$ cat src/common/umd_regs.svh
// Register offsets, field positions, reset values and trigger depths of the modem, DMA and pin logic.
// Assumes a 4-bit register address with data in the low eight bits of each register.
`ifndef UMD_REGS_SVH
`define UMD_REGS_SVH

// Register offsets.
`define UMD_OFS_DATA      4'h0
`define UMD_OFS_IRQ_MASK  4'h1
`define UMD_OFS_FIFO_CTL  4'h2
`define UMD_OFS_MODEM_CTL 4'h4
`define UMD_OFS_MODEM_STS 4'h6
`define UMD_OFS_IRQ_STS   4'h8
`define UMD_OFS_LEVELS    4'h9

// Field positions.
`define UMD_FCR_FIFO_EN   0
`define UMD_FCR_RX_CLR    1
`define UMD_FCR_TX_CLR    2
`define UMD_FCR_DMA_SEL   3
`define UMD_FCR_TRIG_LO   6
`define UMD_FCR_TRIG_HI   7
`define UMD_MCR_RTS       1
`define UMD_MCR_LOOP      4
`define UMD_MSR_RING_EDGE 2
`define UMD_MSR_RING      6
`define UMD_IRQ_MODEM     0
`define UMD_IRQ_RX        1
`define UMD_IRQ_TX_EMPTY  2

// Reset values.
`define UMD_RST_FIFO_CTL  8'h00
`define UMD_RST_MODEM_CTL 8'h00
`define UMD_RST_IRQ_MASK  3'h0

// Receive trigger depths selected by the two trigger bits.
`define UMD_TRIG_0        8'h01
`define UMD_TRIG_1        8'h04
`define UMD_TRIG_2        8'h08
`define UMD_TRIG_3        8'h0e

`endif

$ cat src/common/umd_pkg.sv
// Types shared by the modem, DMA and pin logic.
// Assumes the offsets and fields come from umd_regs.svh.
package umd_pkg;
   typedef logic [7:0] umd_byte_t;
   typedef enum logic {UMD_DMA_SINGLE, UMD_DMA_MULTI} umd_dma_mode_t;
endpackage : umd_pkg

$ cat src/design/umd_pin_logic.sv
// Modem status, request-to-send, serial output idle state and DMA ready signalling of a serial element.
// Assumes a framing engine beside it that delivers received characters and takes characters to send,
// and a host that keeps every bus input synchronous to clock_in.
`timescale 1ns/10ps
`default_nettype none
`include "umd_regs.svh"

// Summary of operation
// Modem status bit 6 shows ring input
// Ring rising edge sets sticky bit 2
// Ring edge raises interrupt when enabled
// Control bit 1 set drives request active
// Request inactive on reset, loop, clear
// FIFO mode: bit 3 selects DMA mode
// Non-FIFO mode uses DMA mode 0 only
// Mode 0: receive ready low while data
// Mode 1: low at trigger, high empty
// Serial output marks after master reset
// Mode 0 gives single transfers per cycle
// Mode 1 transmit ready until FIFO full
// Either write strobe polarity writes register
// Host holds its unused strobe inactive
// Master reset clears registers, output states
// Either read strobe polarity reads register
// Mode 0: transmit ready low while empty
// Modem status read clears ring flag
module umd_pin_logic
   import umd_pkg::*;
#(
   parameter int DEPTH = 16
) (
   input  wire logic       clock_in,
   input  wire logic       rst_n_in,
   input  wire logic       master_reset_in,
   input  wire logic       chip_select_in,
   input  wire logic [3:0] address_in,
   input  wire logic [7:0] write_data_in,
   input  wire logic       write_strobe_low_in,
   input  wire logic       write_strobe_high_in,
   input  wire logic       read_strobe_low_in,
   input  wire logic       read_strobe_high_in,
   input  wire logic       ring_ind_n_in,
   input  wire logic       serial_in,
   input  wire logic       tx_bit_in,
   input  wire logic       rx_char_valid_in,
   input  wire logic [7:0] rx_char_in,
   input  wire logic       rx_timeout_in,
   input  wire logic       tx_char_take_in,
   output logic      [7:0] read_data_out,
   output logic            rts_n_out,
   output logic            serial_out,
   output logic            receive_ready_out,
   output logic            transmit_ready_out,
   output logic            tx_char_valid_out,
   output logic      [7:0] tx_char_out,
   output logic            loop_data_out,
   output logic            irq_out
);

   localparam int PW = $clog2(DEPTH);
   localparam int CW = PW + 1;
   localparam logic [CW-1:0] FULL_COUNT = CW'(DEPTH);
   localparam logic [CW-1:0] ONE_COUNT  = CW'(1);

   // ****************************************************************
   // Register access decode
   // ****************************************************************

   function automatic logic hit(input logic [3:0] addr, input logic [3:0] offset);
      hit = (addr == offset);
   endfunction : hit

   wire       write_en = chip_select_in & (~write_strobe_low_in | write_strobe_high_in);
   wire       read_en  = chip_select_in & (~read_strobe_low_in | read_strobe_high_in);
   wire       wr_data  = write_en & hit(address_in, `UMD_OFS_DATA);
   wire       wr_mask  = write_en & hit(address_in, `UMD_OFS_IRQ_MASK);
   wire       wr_fcr   = write_en & hit(address_in, `UMD_OFS_FIFO_CTL);
   wire       wr_mcr   = write_en & hit(address_in, `UMD_OFS_MODEM_CTL);
   wire       rd_data  = read_en & hit(address_in, `UMD_OFS_DATA);
   wire       rd_msr   = read_en & hit(address_in, `UMD_OFS_MODEM_STS);
   wire       rd_isr   = read_en & hit(address_in, `UMD_OFS_IRQ_STS);

   // ****************************************************************
   // Control registers
   // ****************************************************************

   umd_byte_t fifo_ctl;
   umd_byte_t modem_control_reg;
   logic [2:0] irq_mask;

   wire fifo_enable_bit     = fifo_ctl[`UMD_FCR_FIFO_EN];
   wire dma_mode_select_bit = fifo_ctl[`UMD_FCR_DMA_SEL];
   wire loop_mode           = modem_control_reg[`UMD_MCR_LOOP];
   // Legacy character mode forces single-transfer signalling whatever the select bit holds.
   umd_dma_mode_t dma_mode;
   assign dma_mode = (fifo_enable_bit & dma_mode_select_bit) ? UMD_DMA_MULTI : UMD_DMA_SINGLE;

   wire [1:0] trig_code = fifo_ctl[`UMD_FCR_TRIG_HI:`UMD_FCR_TRIG_LO];
   wire [7:0] trig_level = (trig_code == 2'h0) ? `UMD_TRIG_0 :
                           (trig_code == 2'h1) ? `UMD_TRIG_1 :
                           (trig_code == 2'h2) ? `UMD_TRIG_2 : `UMD_TRIG_3;
   wire       fifo_clear_rx = wr_fcr & write_data_in[`UMD_FCR_RX_CLR];
   wire       fifo_clear_tx = wr_fcr & write_data_in[`UMD_FCR_TX_CLR];

   always_ff @(posedge clock_in or negedge rst_n_in) begin
      if (!rst_n_in) begin
         fifo_ctl          <= `UMD_RST_FIFO_CTL;
         modem_control_reg <= `UMD_RST_MODEM_CTL;
         irq_mask          <= `UMD_RST_IRQ_MASK;
      end else if (master_reset_in) begin
         fifo_ctl          <= `UMD_RST_FIFO_CTL;
         modem_control_reg <= `UMD_RST_MODEM_CTL;
         irq_mask          <= `UMD_RST_IRQ_MASK;
      end else begin
         if (wr_fcr) begin
            fifo_ctl <= write_data_in;
         end
         if (wr_mcr) begin
            modem_control_reg <= write_data_in;
         end
         if (wr_mask) begin
            irq_mask <= write_data_in[2:0];
         end
      end
   end

   // ****************************************************************
   // Receive and transmit character stores
   // ****************************************************************

   // Without FIFO mode each store behaves as a single holding register.
   umd_byte_t         rx_mem [DEPTH];
   umd_byte_t         tx_mem [DEPTH];
   logic [PW-1:0]     rx_rd, rx_wr, tx_rd, tx_wr;
   logic [CW-1:0]     rx_count, tx_count;

   wire [CW-1:0] capacity = fifo_enable_bit ? FULL_COUNT : ONE_COUNT;
   wire          rx_push  = rx_char_valid_in & (rx_count < capacity);
   wire          rx_pop   = rd_data & (rx_count != '0);
   wire          tx_push  = wr_data & (tx_count < capacity);
   wire          tx_pop   = tx_char_take_in & tx_char_valid_out;

   wire [CW-1:0] next_rx_count = fifo_clear_rx ? '0 :
                                 rx_count + CW'(rx_push) - CW'(rx_pop);
   wire [CW-1:0] next_tx_count = fifo_clear_tx ? '0 :
                                 tx_count + CW'(tx_push) - CW'(tx_pop);
   wire [PW-1:0] next_tx_rd    = fifo_clear_tx ? '0 : tx_rd + PW'(tx_pop);
   wire [PW-1:0] next_tx_wr    = fifo_clear_tx ? '0 : tx_wr + PW'(tx_push);
   // A write into an empty store must reach the output in the same edge as the push.
   wire          tx_bypass     = tx_push & (next_tx_rd == tx_wr);
   wire [7:0]    next_tx_char  = tx_bypass ? write_data_in : tx_mem[next_tx_rd];

   always_ff @(posedge clock_in) begin
      if (rx_push) begin
         rx_mem[rx_wr] <= rx_char_in;
      end
      if (tx_push) begin
         tx_mem[tx_wr] <= write_data_in;
      end
   end

   always_ff @(posedge clock_in or negedge rst_n_in) begin
      if (!rst_n_in) begin
         rx_rd    <= '0;
         rx_wr    <= '0;
         rx_count <= '0;
         tx_rd    <= '0;
         tx_wr    <= '0;
         tx_count <= '0;
      end else if (master_reset_in) begin
         rx_rd    <= '0;
         rx_wr    <= '0;
         rx_count <= '0;
         tx_rd    <= '0;
         tx_wr    <= '0;
         tx_count <= '0;
      end else begin
         rx_rd    <= fifo_clear_rx ? '0 : rx_rd + PW'(rx_pop);
         rx_wr    <= fifo_clear_rx ? '0 : rx_wr + PW'(rx_push);
         rx_count <= next_rx_count;
         tx_rd    <= next_tx_rd;
         tx_wr    <= next_tx_wr;
         tx_count <= next_tx_count;
      end
   end

   // ****************************************************************
   // DMA ready signalling
   // ****************************************************************

   wire rx_at_trigger = ({{(8 - CW){1'b0}}, next_rx_count} >= trig_level) | rx_timeout_in;
   wire rx_empty_next = (next_rx_count == '0);
   wire tx_empty_next = (next_tx_count == '0);
   wire tx_full_next  = (next_tx_count >= capacity);

   // Mode 0 follows the store level each cycle, so one transfer is granted per bus cycle.
   // Mode 1 holds its level between the two thresholds, so a burst runs to empty or full.
   wire next_receive_ready = (dma_mode == UMD_DMA_SINGLE) ? rx_empty_next :
                             (rx_empty_next ? 1'b1 :
                              (rx_at_trigger ? 1'b0 : receive_ready_out));
   wire next_transmit_ready = (dma_mode == UMD_DMA_SINGLE) ? ~tx_empty_next :
                              (tx_full_next ? 1'b1 :
                               (tx_empty_next ? 1'b0 : transmit_ready_out));

   // ****************************************************************
   // Modem status, interrupts and pins
   // ****************************************************************

   logic ring_pin_prev;
   logic ring_trailing_edge_flag;
   logic [2:0] irq_status;

   wire ring_trailing_edge = ~ring_pin_prev & ring_ind_n_in;
   wire [2:0] irq_events;
   assign irq_events[`UMD_IRQ_MODEM]    = ring_trailing_edge;
   assign irq_events[`UMD_IRQ_RX]       = rx_push;
   assign irq_events[`UMD_IRQ_TX_EMPTY] = tx_pop & (tx_count == ONE_COUNT);

   // A new event in the clearing read's cycle survives the clear.
   wire       next_ring_flag  = ring_trailing_edge | (ring_trailing_edge_flag & ~rd_msr);
   wire [2:0] next_irq_status = irq_events | (irq_status & {3{~rd_isr}});
   wire       next_irq        = |(next_irq_status & irq_mask);

   wire [7:0] modem_status = {1'b0, ~ring_ind_n_in, 3'h0, ring_trailing_edge_flag, 2'h0};
   wire [7:0] read_mux =
      rd_data ? (rx_count != '0 ? rx_mem[rx_rd] : 8'h00) :
      (read_en & hit(address_in, `UMD_OFS_IRQ_MASK))  ? {5'h00, irq_mask} :
      (read_en & hit(address_in, `UMD_OFS_FIFO_CTL))  ? fifo_ctl :
      (read_en & hit(address_in, `UMD_OFS_MODEM_CTL)) ? modem_control_reg :
      rd_msr ? modem_status :
      rd_isr ? {5'h00, irq_status} :
      (read_en & hit(address_in, `UMD_OFS_LEVELS))    ? {3'h0, rx_count[CW-1:0] & 5'h1f} :
      8'h00;

   always_ff @(posedge clock_in or negedge rst_n_in) begin
      if (!rst_n_in) begin
         ring_pin_prev           <= 1'b1;
         ring_trailing_edge_flag <= 1'b0;
         irq_status              <= 3'h0;
         irq_out                 <= 1'b0;
         read_data_out           <= 8'h00;
         rts_n_out               <= 1'b1;
         serial_out              <= 1'b1;
         loop_data_out           <= 1'b1;
         receive_ready_out       <= 1'b1;
         transmit_ready_out      <= 1'b0;
         tx_char_valid_out       <= 1'b0;
         tx_char_out             <= 8'h00;
      end else if (master_reset_in) begin
         ring_pin_prev           <= 1'b1;
         ring_trailing_edge_flag <= 1'b0;
         irq_status              <= 3'h0;
         irq_out                 <= 1'b0;
         read_data_out           <= 8'h00;
         rts_n_out               <= 1'b1;
         serial_out              <= 1'b1;
         loop_data_out           <= 1'b1;
         receive_ready_out       <= 1'b1;
         transmit_ready_out      <= 1'b0;
         tx_char_valid_out       <= 1'b0;
         tx_char_out             <= 8'h00;
      end else begin
         ring_pin_prev           <= ring_ind_n_in;
         ring_trailing_edge_flag <= next_ring_flag;
         irq_status              <= next_irq_status;
         irq_out                 <= next_irq;
         read_data_out           <= read_mux;
         rts_n_out               <= loop_mode | ~modem_control_reg[`UMD_MCR_RTS];
         // In loop mode the line idles at mark and the engine's bit turns back internally.
         serial_out              <= loop_mode | tx_bit_in;
         loop_data_out           <= loop_mode ? tx_bit_in : serial_in;
         receive_ready_out       <= next_receive_ready;
         transmit_ready_out      <= next_transmit_ready;
         tx_char_valid_out       <= ~tx_empty_next;
         tx_char_out             <= next_tx_char;
      end
   end

endmodule : umd_pin_logic
`default_nettype wire

$ cat config.mk
export PLATFORM = sky130hd
export DESIGN_NAME = umd_pin_logic
export DESIGN_NICKNAME = d
export VERILOG_FILES = /design/src/common/umd_pkg.sv /design/src/design/umd_pin_logic.sv
export VERILOG_INCLUDE_DIRS = /design/src /design/src/common
export SDC_FILE = /design/constraint.sdc
export NUM_CORES = 1
export LEC_CHECK = 0
export BUFFER_PORTS_ARGS = -buffer_cell sky130_fd_sc_hd__buf_2
export CORE_MARGIN = 2
export CORE_UTILIZATION = 50
export DETAILED_ROUTE_END_ITERATION = 16
export GPL_TIMING_DRIVEN = 0
export PLACE_DENSITY_LB_ADDON = 0.3
export SYNTH_ARGS = -nofsm -noshare
export SYNTH_HDL_FRONTEND = slang
export SYNTH_SLANG_ARGS = --single-unit
$ cat constraint.sdc
create_clock -name clock_in -period 6.6 [get_ports clock_in]
set_clock_uncertainty 0.1 [all_clocks]
set_input_delay 1.32 -clock clock_in [delete_from_list [all_inputs] [get_ports clock_in]]
set_output_delay 1.32 -clock clock_in [all_outputs]
set_load 0.05 [all_outputs]
# Word level (Yosys, flattened, before mapping)
# Memories as Yosys holds them, arrays and structs flattened.
# Cells that the tools add are included.
# Widths: inputs -> output; s select.
[classes]
n_addsub = 8
order_cmp = 4
n_eq_ne = 12
n_mux = 55
bitwise = 41
reduce_logical = 9
[op_table]
columns = ["op", "n"]
rows = [
  ["$mux 8", 12],
  ["$mux 4", 10],
  ["$mux 5", 7],
  ["$and 1x1->1", 24],
  ["$mux 1", 21],
  ["$add 4x1->4", 4],
  ["$mux 3", 4],
  ["$add 5x1->5", 2],
  ["$logic_not 5->1", 2],
  ["$lt 5x5->1", 2],
  ["$sub 5x1->5", 2],
  ["$eq 4x3->1 const B", 2],
  ["$eq 4x4->1 const B", 2],
  ["$ne 4x2->1 const B", 2],
  ["$not 1->1", 8],
  ["$mux 7", 1],
  ["$and 3x3->3", 2],
  ["$or 1x1->1", 6],
  ["$reduce_bool 2->1", 3],
  ["$eq 5x1->1 const B", 1],
  ["$ge 5x4->1", 1],
  ["$ge 5x5->1", 1],
  ["$reduce_bool 5->1", 1],
  ["$eq 4x1->1 const B", 1],
  ["other kinds (8)", 8],
]
[word_totals]
register_bits = 73
ramBits = 256
input_bits = 34
output_inout_bits = 23
word_cells = 152
n_memories = 2
[memory_table]
columns = ["memory", "words", "width", "read_ports", "rd_clocked_by_memory_dff", "wr", "line", "rtl"]
rows = [
  ["rx_mem", 16, 8, 1, 0, 1, "umd_pin_logic.sv:132", "umd_byte_t rx_mem [DEPTH];"],
  ["tx_mem", 16, 8, 1, 0, 1, "umd_pin_logic.sv:133", "umd_byte_t tx_mem [DEPTH];"],
]

# Logic depth before layout (Yosys ltp)
[depth]
depth_word = 13
depth_mapped = 17
ltp_nobuf = 17

# Least setup slack after synthesis
# OpenSTA, ideal clock, no wires.
[synth_path]
kind = "input to register"
startpoint = "input address_in[0]"
endpoint = "register transmit_ready_out"
setup_time_ps = 126
arrival_time_ps = 4256
required_ps = 6374
slack_ps = 2118
path_stages = 14
path_buffers = 1
cell_sequence = "or2_2 > clkbuf_1 > a2111o_1 > ha_1 > inv_1 > ha_1 > fa_1 > a21oi_1 > o21bai_1 > xnor2_1 > nor2_1 > ha_1 > o31a_1 > o32a_1"
[synth_via]
elab_chain_cells = 10
word_cells_on_any_way = 16
classes_between = "2 x add/sub; 1 x order compare; 2 x eq/ne; 4 x mux; 5 x bitwise; 2 x reduce/logical"
[synth_lines]
columns = ["element", "line", "rtl"]
rows = [
  ["start: declaration", "umd_pin_logic.sv:36", "input wire logic [3:0] address_in,"],
  ["$logic_not 4->1", "umd_pin_logic.sv:70", "hit = (addr == offset);"],
  ["$and 1x1->1", "umd_pin_logic.sv:75", "wire wr_data = write_en & hit(address_in, `UMD_OFS_DATA);"],
  ["$and 1x1->1", "umd_pin_logic.sv:140", "wire tx_push = wr_data & (tx_count < capacity);"],
  ["$add 5x1->5", "umd_pin_logic.sv:146", "tx_count + CW'(tx_push) - CW'(tx_pop);"],
  ["$sub 5x1->5", "umd_pin_logic.sv:146", ""],
  ["$mux 5 *", "umd_pin_logic.sv:145", "wire [CW-1:0] next_tx_count = fifo_clear_tx ? '0 :"],
  ["$ge 5x5->1 or $logic_not 5->1 (tied branches)", "umd_pin_logic.sv:194, umd_pin_logic.sv:193", ""],
  ["$mux 1 or $not 1->1 (tied branches)", "umd_pin_logic.sv:202, umd_pin_logic.sv:201", ""],
  ["$mux 1", "umd_pin_logic.sv:201", "wire next_transmit_ready = (dma_mode == UMD_DMA_SINGLE) ? ~tx_empty_next :"],
  ["$mux 1", "umd_pin_logic.sv:249", "end else if (master_reset_in) begin"],
  ["end signal: assignment", "umd_pin_logic.sv:273", "transmit_ready_out <= next_transmit_ready;"],
  ["end: declaration", "umd_pin_logic.sv:53", "output logic transmit_ready_out,"],
]
# Every way passes the cells marked *; elsewhere a longest branch is shown, timed or not.
# A chain may end at the register's enable or synchronous reset.

# Worst setup path after layout
[layout_path]
startpoint = "input address_in[3]"
endpoint = "register receive_ready_out"
[layout_via]
elab_chain_cells = 9
word_cells_on_any_way = 15
classes_between = "1 x add/sub; 1 x order compare; 2 x eq/ne; 4 x mux; 5 x bitwise; 2 x reduce/logical"
[layout_lines]
columns = ["element", "line", "rtl"]
rows = [
  ["$logic_not 4->1", "umd_pin_logic.sv:70", ""],
  ["$and 1x1->1", "umd_pin_logic.sv:79", "wire rd_data = read_en & hit(address_in, `UMD_OFS_DATA);"],
  ["$and 1x1->1", "umd_pin_logic.sv:139", "wire rx_pop = rd_data & (rx_count != '0);"],
  ["$sub 5x1->5", "umd_pin_logic.sv:144", "rx_count + CW'(rx_push) - CW'(rx_pop);"],
  ["$mux 5 *", "umd_pin_logic.sv:143", "wire [CW-1:0] next_rx_count = fifo_clear_rx ? '0 :"],
  ["parallel branches: the longest is 4 deep, another holds $ge 5x4->1", "n/a", ""],
  ["end signal: assignment", "umd_pin_logic.sv:272", "receive_ready_out <= next_receive_ready;"],
  ["end: declaration", "umd_pin_logic.sv:52", "output logic receive_ready_out,"],
]
# Every way passes the cells marked *.

==> metrics.md <==
| Metric | Value |
|---|---|
| Internal | roughly 3.8 mW |
| Gr usage total | around 23% |
| Syn nets | slightly above 1000 |
| Dpl cell area | 14900 sq um |
| Largest net degree at the start of global routing | 54 |
| Worst Setup SP | address_in[3] |
| Hold Crit Start | modem_control_reg[1] |
| Synth Area per Inst | around 15 sq um |
| Ys Warns | 0 |
| Netlist cell types | 60 |
| NumNets Final | between 1000 and 1500 |
| Least-Margin Pin Slew | roughly 0.9 ns |
| Part of the cycle the worst path needs | a little over two thirds |
| Post-CTS Resized | 0 |
| Outcome | finished clean |
| Worst setup margin | around 2.0 ns |
| DRC viols | 0 |
| Vias in the first global route | between 8000 and 9000 |
| Die height | 172 um |
| Vias/cell | 5.80 |
| Vias | ~8500 |
| Slew headroom | 39.8% |
| Logic pwr share | between 20% and 30% |
| Clock sinks | between 300 and 400 |
| Port Buf Inserts | 55 |
| Metal2 WL | about 16000 um |
| Fin Setup TNS | 0 ns |
| Detailed Route Iter0 Violations | ~800 |
| Seq cells post-synth | between 300 and 400 |
| H-tree depth | 2 |
| Clk buf depth | 3 |
| Leading cell type in the layout, fill and taps excluded | edfxtp_1 |
| Synth Flop Type | edfxtp_1 |
| Share of cells above drive strength 1 | 17.2% |
| Post-CTS Hold Fix Bufs | 0 |
| Final setup fails | 0 |
| Final wirelength | around 32000 um |
| Die ar. | 29700 sq um |
| Diode count | 0 |
| Setup bufs post-CTS | 0 |
| Clock Latency Late Sink | 0.51 ns |
| Highest-count cells in the layout ignoring fill and taps | edfxtp_1, nor2_1, dfrtp_1 |
| Synthesis-to-finish area growth | 13.4% |
| Core Area | roughly 28000 sq um |
| DP HPWL | between 20000 and 25000 um |
| GRT overflow | 0 |
| DP Worst Slack | roughly 1.5 ns |
| Setup crit start kind | input port |
| Initial antenna violation count | 0 |
| Mapped Cells | 970 |
| Worst Setup Path Type | in -> reg |
| Initial Util | between 50% and 60% |
| Met3 Wirelength | around 2000 um |
| Worst Setup End Kind | register |
| Slew Viols, Final | 0 |
| Metal1 wirelength | about 14000 um |
| CP max FO | 10 |
| Leak | between 5 and 6 nW |
| CP most frequent cell | ha_1 |
| Reg power frac | around 45% |
| Clock buffer count from CTS | 35 |
| Design Power | ~5.3 mW |
| Dominant cell type by area after synthesis | edfxtp_1 |
| Synth top area cells | edfxtp_1, dfrtp_1, mux4_2 |
| Reg-to-reg startpoint | fifo_ctl[0] |
| Die outline width | 172 um |
| Io pins | 57 |
| Mapped Area | 14100 sq um |
| Root buf cell | clkbuf_16 |
| CTS tree | done |
| Final Critical Period | 4.64 ns |
| RSZ-0062 raised after global routing | no |
| Post-synthesis sequential area ratio | approximately 67% |
| Hold WS | roughly 0.37 ns |
| Worst VDD drop | 0.000253 V |
| CP max stage delay | 0.67 ns |
| Top Layer Used | met4 |
| Pre-antenna DRT Iters | 7 |
| GP Congestion | around 0.86 |
| Placed insts | between 1000 and 1500 |
| Max Clk Rate | 216 MHz |
| Cell with the largest stage delay on the worst path | nor3_2 |
| Clock transition at path regs | around 0.060 ns |
| Cell Pwr Density | ~330 nW/um^2 |
| Power share of the clock group | about a third |
| Worst-path cell chain | buf_2 -> nor2_1 -> nand3_1 -> nor3_2 -> ha_1 -> inv_1 -> ha_1 -> inv_1 -> fa_1 -> xnor2_1 -> nor2_1 -> ha_1 -> nor2b_1 -> o21ai_0 -> a31oi_1 -> a21oi_1 |
| First-pass GRT wire length | between 40000 and 50000 um |
| Sw power | around 1.5 mW |
| WP data arrival | approximately 5.0 ns |
| Post-layout util | between 50% and 60% |
| Yosys top cell area share | a little over half |
| Leading registers by flop count | rx_mem: 128 flops, tx_mem: 128 flops |
| Final Hold Vio Count | 0 |
| Number of synthesized flops with an enable pin | roughly 260 |
| Row count | a little over 60 |
| Synth async-reset ratio | approximately 22% |
| Routed length per placed instance | 21.9 um |
| Number of non-filler instances in the completed layout | around 1500 |
| Finished Cell Area | ~16000 sq um |
| Post-route ant nets | 0 |
| Hold Path Class | reg -> reg |
| Critical Path RT | 6.94 ns |
| Max Cap Viol | 0 |
| Switching Share | ~28% |
[logic make-up (layout without fill, tap and decap cells)]
family / Yosys count / in the layout / synth area share, %
mux: 85 / 85 / 10.2
fa+ha+maj: 34 / 34 / 3.11
flops: 329 / 329 / 67.3
simple gates: 256 / 256 / 8.31
compound gates: 157 / 157 / 7.38
buf+inv: 91 / 210 / 2.62
xor+xnor: 18 / 18 / 1.11
[per-layer routing]
metal | global-route usage (%) | up-vias
met3 | 3.69 | 48
met2 | 36.4 | 279
met1 | 31.9 | 4304
li1 | - | 3874
met5 | 0 | -
met4 | 6.47 | 0
[synthesized netlist by cell type, types with 16 or more instances]
| cell | number |
|---|---|
| a21oi_1 | 53 |
| a31oi_1 | 20 |
| clkbuf_1 | 32 |
| dfrtp_1 | 68 |
| edfxtp_1 | 256 |
| ha_1 | 32 |
| inv_1 | 39 |
| mux2i_1 | 37 |
| mux4_2 | 47 |
| nand2_1 | 51 |
| nor2_1 | 117 |
| o21ai_0 | 16 |
[power by group through the flow]
| stage | clock network (mW) | registers, mW | logic (mW) |
|---|---|---|---|
| after floorplan | 0 | 2.49 | 0.684 |
| after global routing | 1.98 | 2.39 | 1.18 |
| final | 1.87 | 2.38 | 1.06 |
| after detailed placement | 0 | 2.42 | 1.05 |
| after CTS | 1.89 | 2.38 | 1.06 |
| after global placement | 0 | 2.42 | 1.04 |
[path summary, 6_finish.rpt]
path	end	depth (start not counted)	slack [ns]
max	receive_ready_out	16	1.96
min	rts_n_out	1	0.37
max reg2reg	transmit_ready_out	14	2.64
min reg2reg	rts_n_out	1	0.37
max in group asynchronous	rts_n_out	2	5.20
min in group asynchronous	rx_count[2]	1	0.60
[final cells by class]
class,instances,area [sq um]
plain buffers,52,224
clock inverters,13,76.3
repair buffers,57,313
inverters,39,146
well taps,378,473
fillers,2198,11800
clock buffers,49,1020
flip-flops and latches,329,9520
multi-input cells,550,4270
[critical path, delay by kind of cell]
kind                     cells  cell delay (ns)
XOR/XNOR                     1             0.31
buffers and inverters        3             0.26
AO/OA/AOI/OAI                3             0.44
AND/OR/NAND/NOR              5             1.45
adder cells (fa/ha/maj)      4             1.20
(Power assumes the default switching activity.)
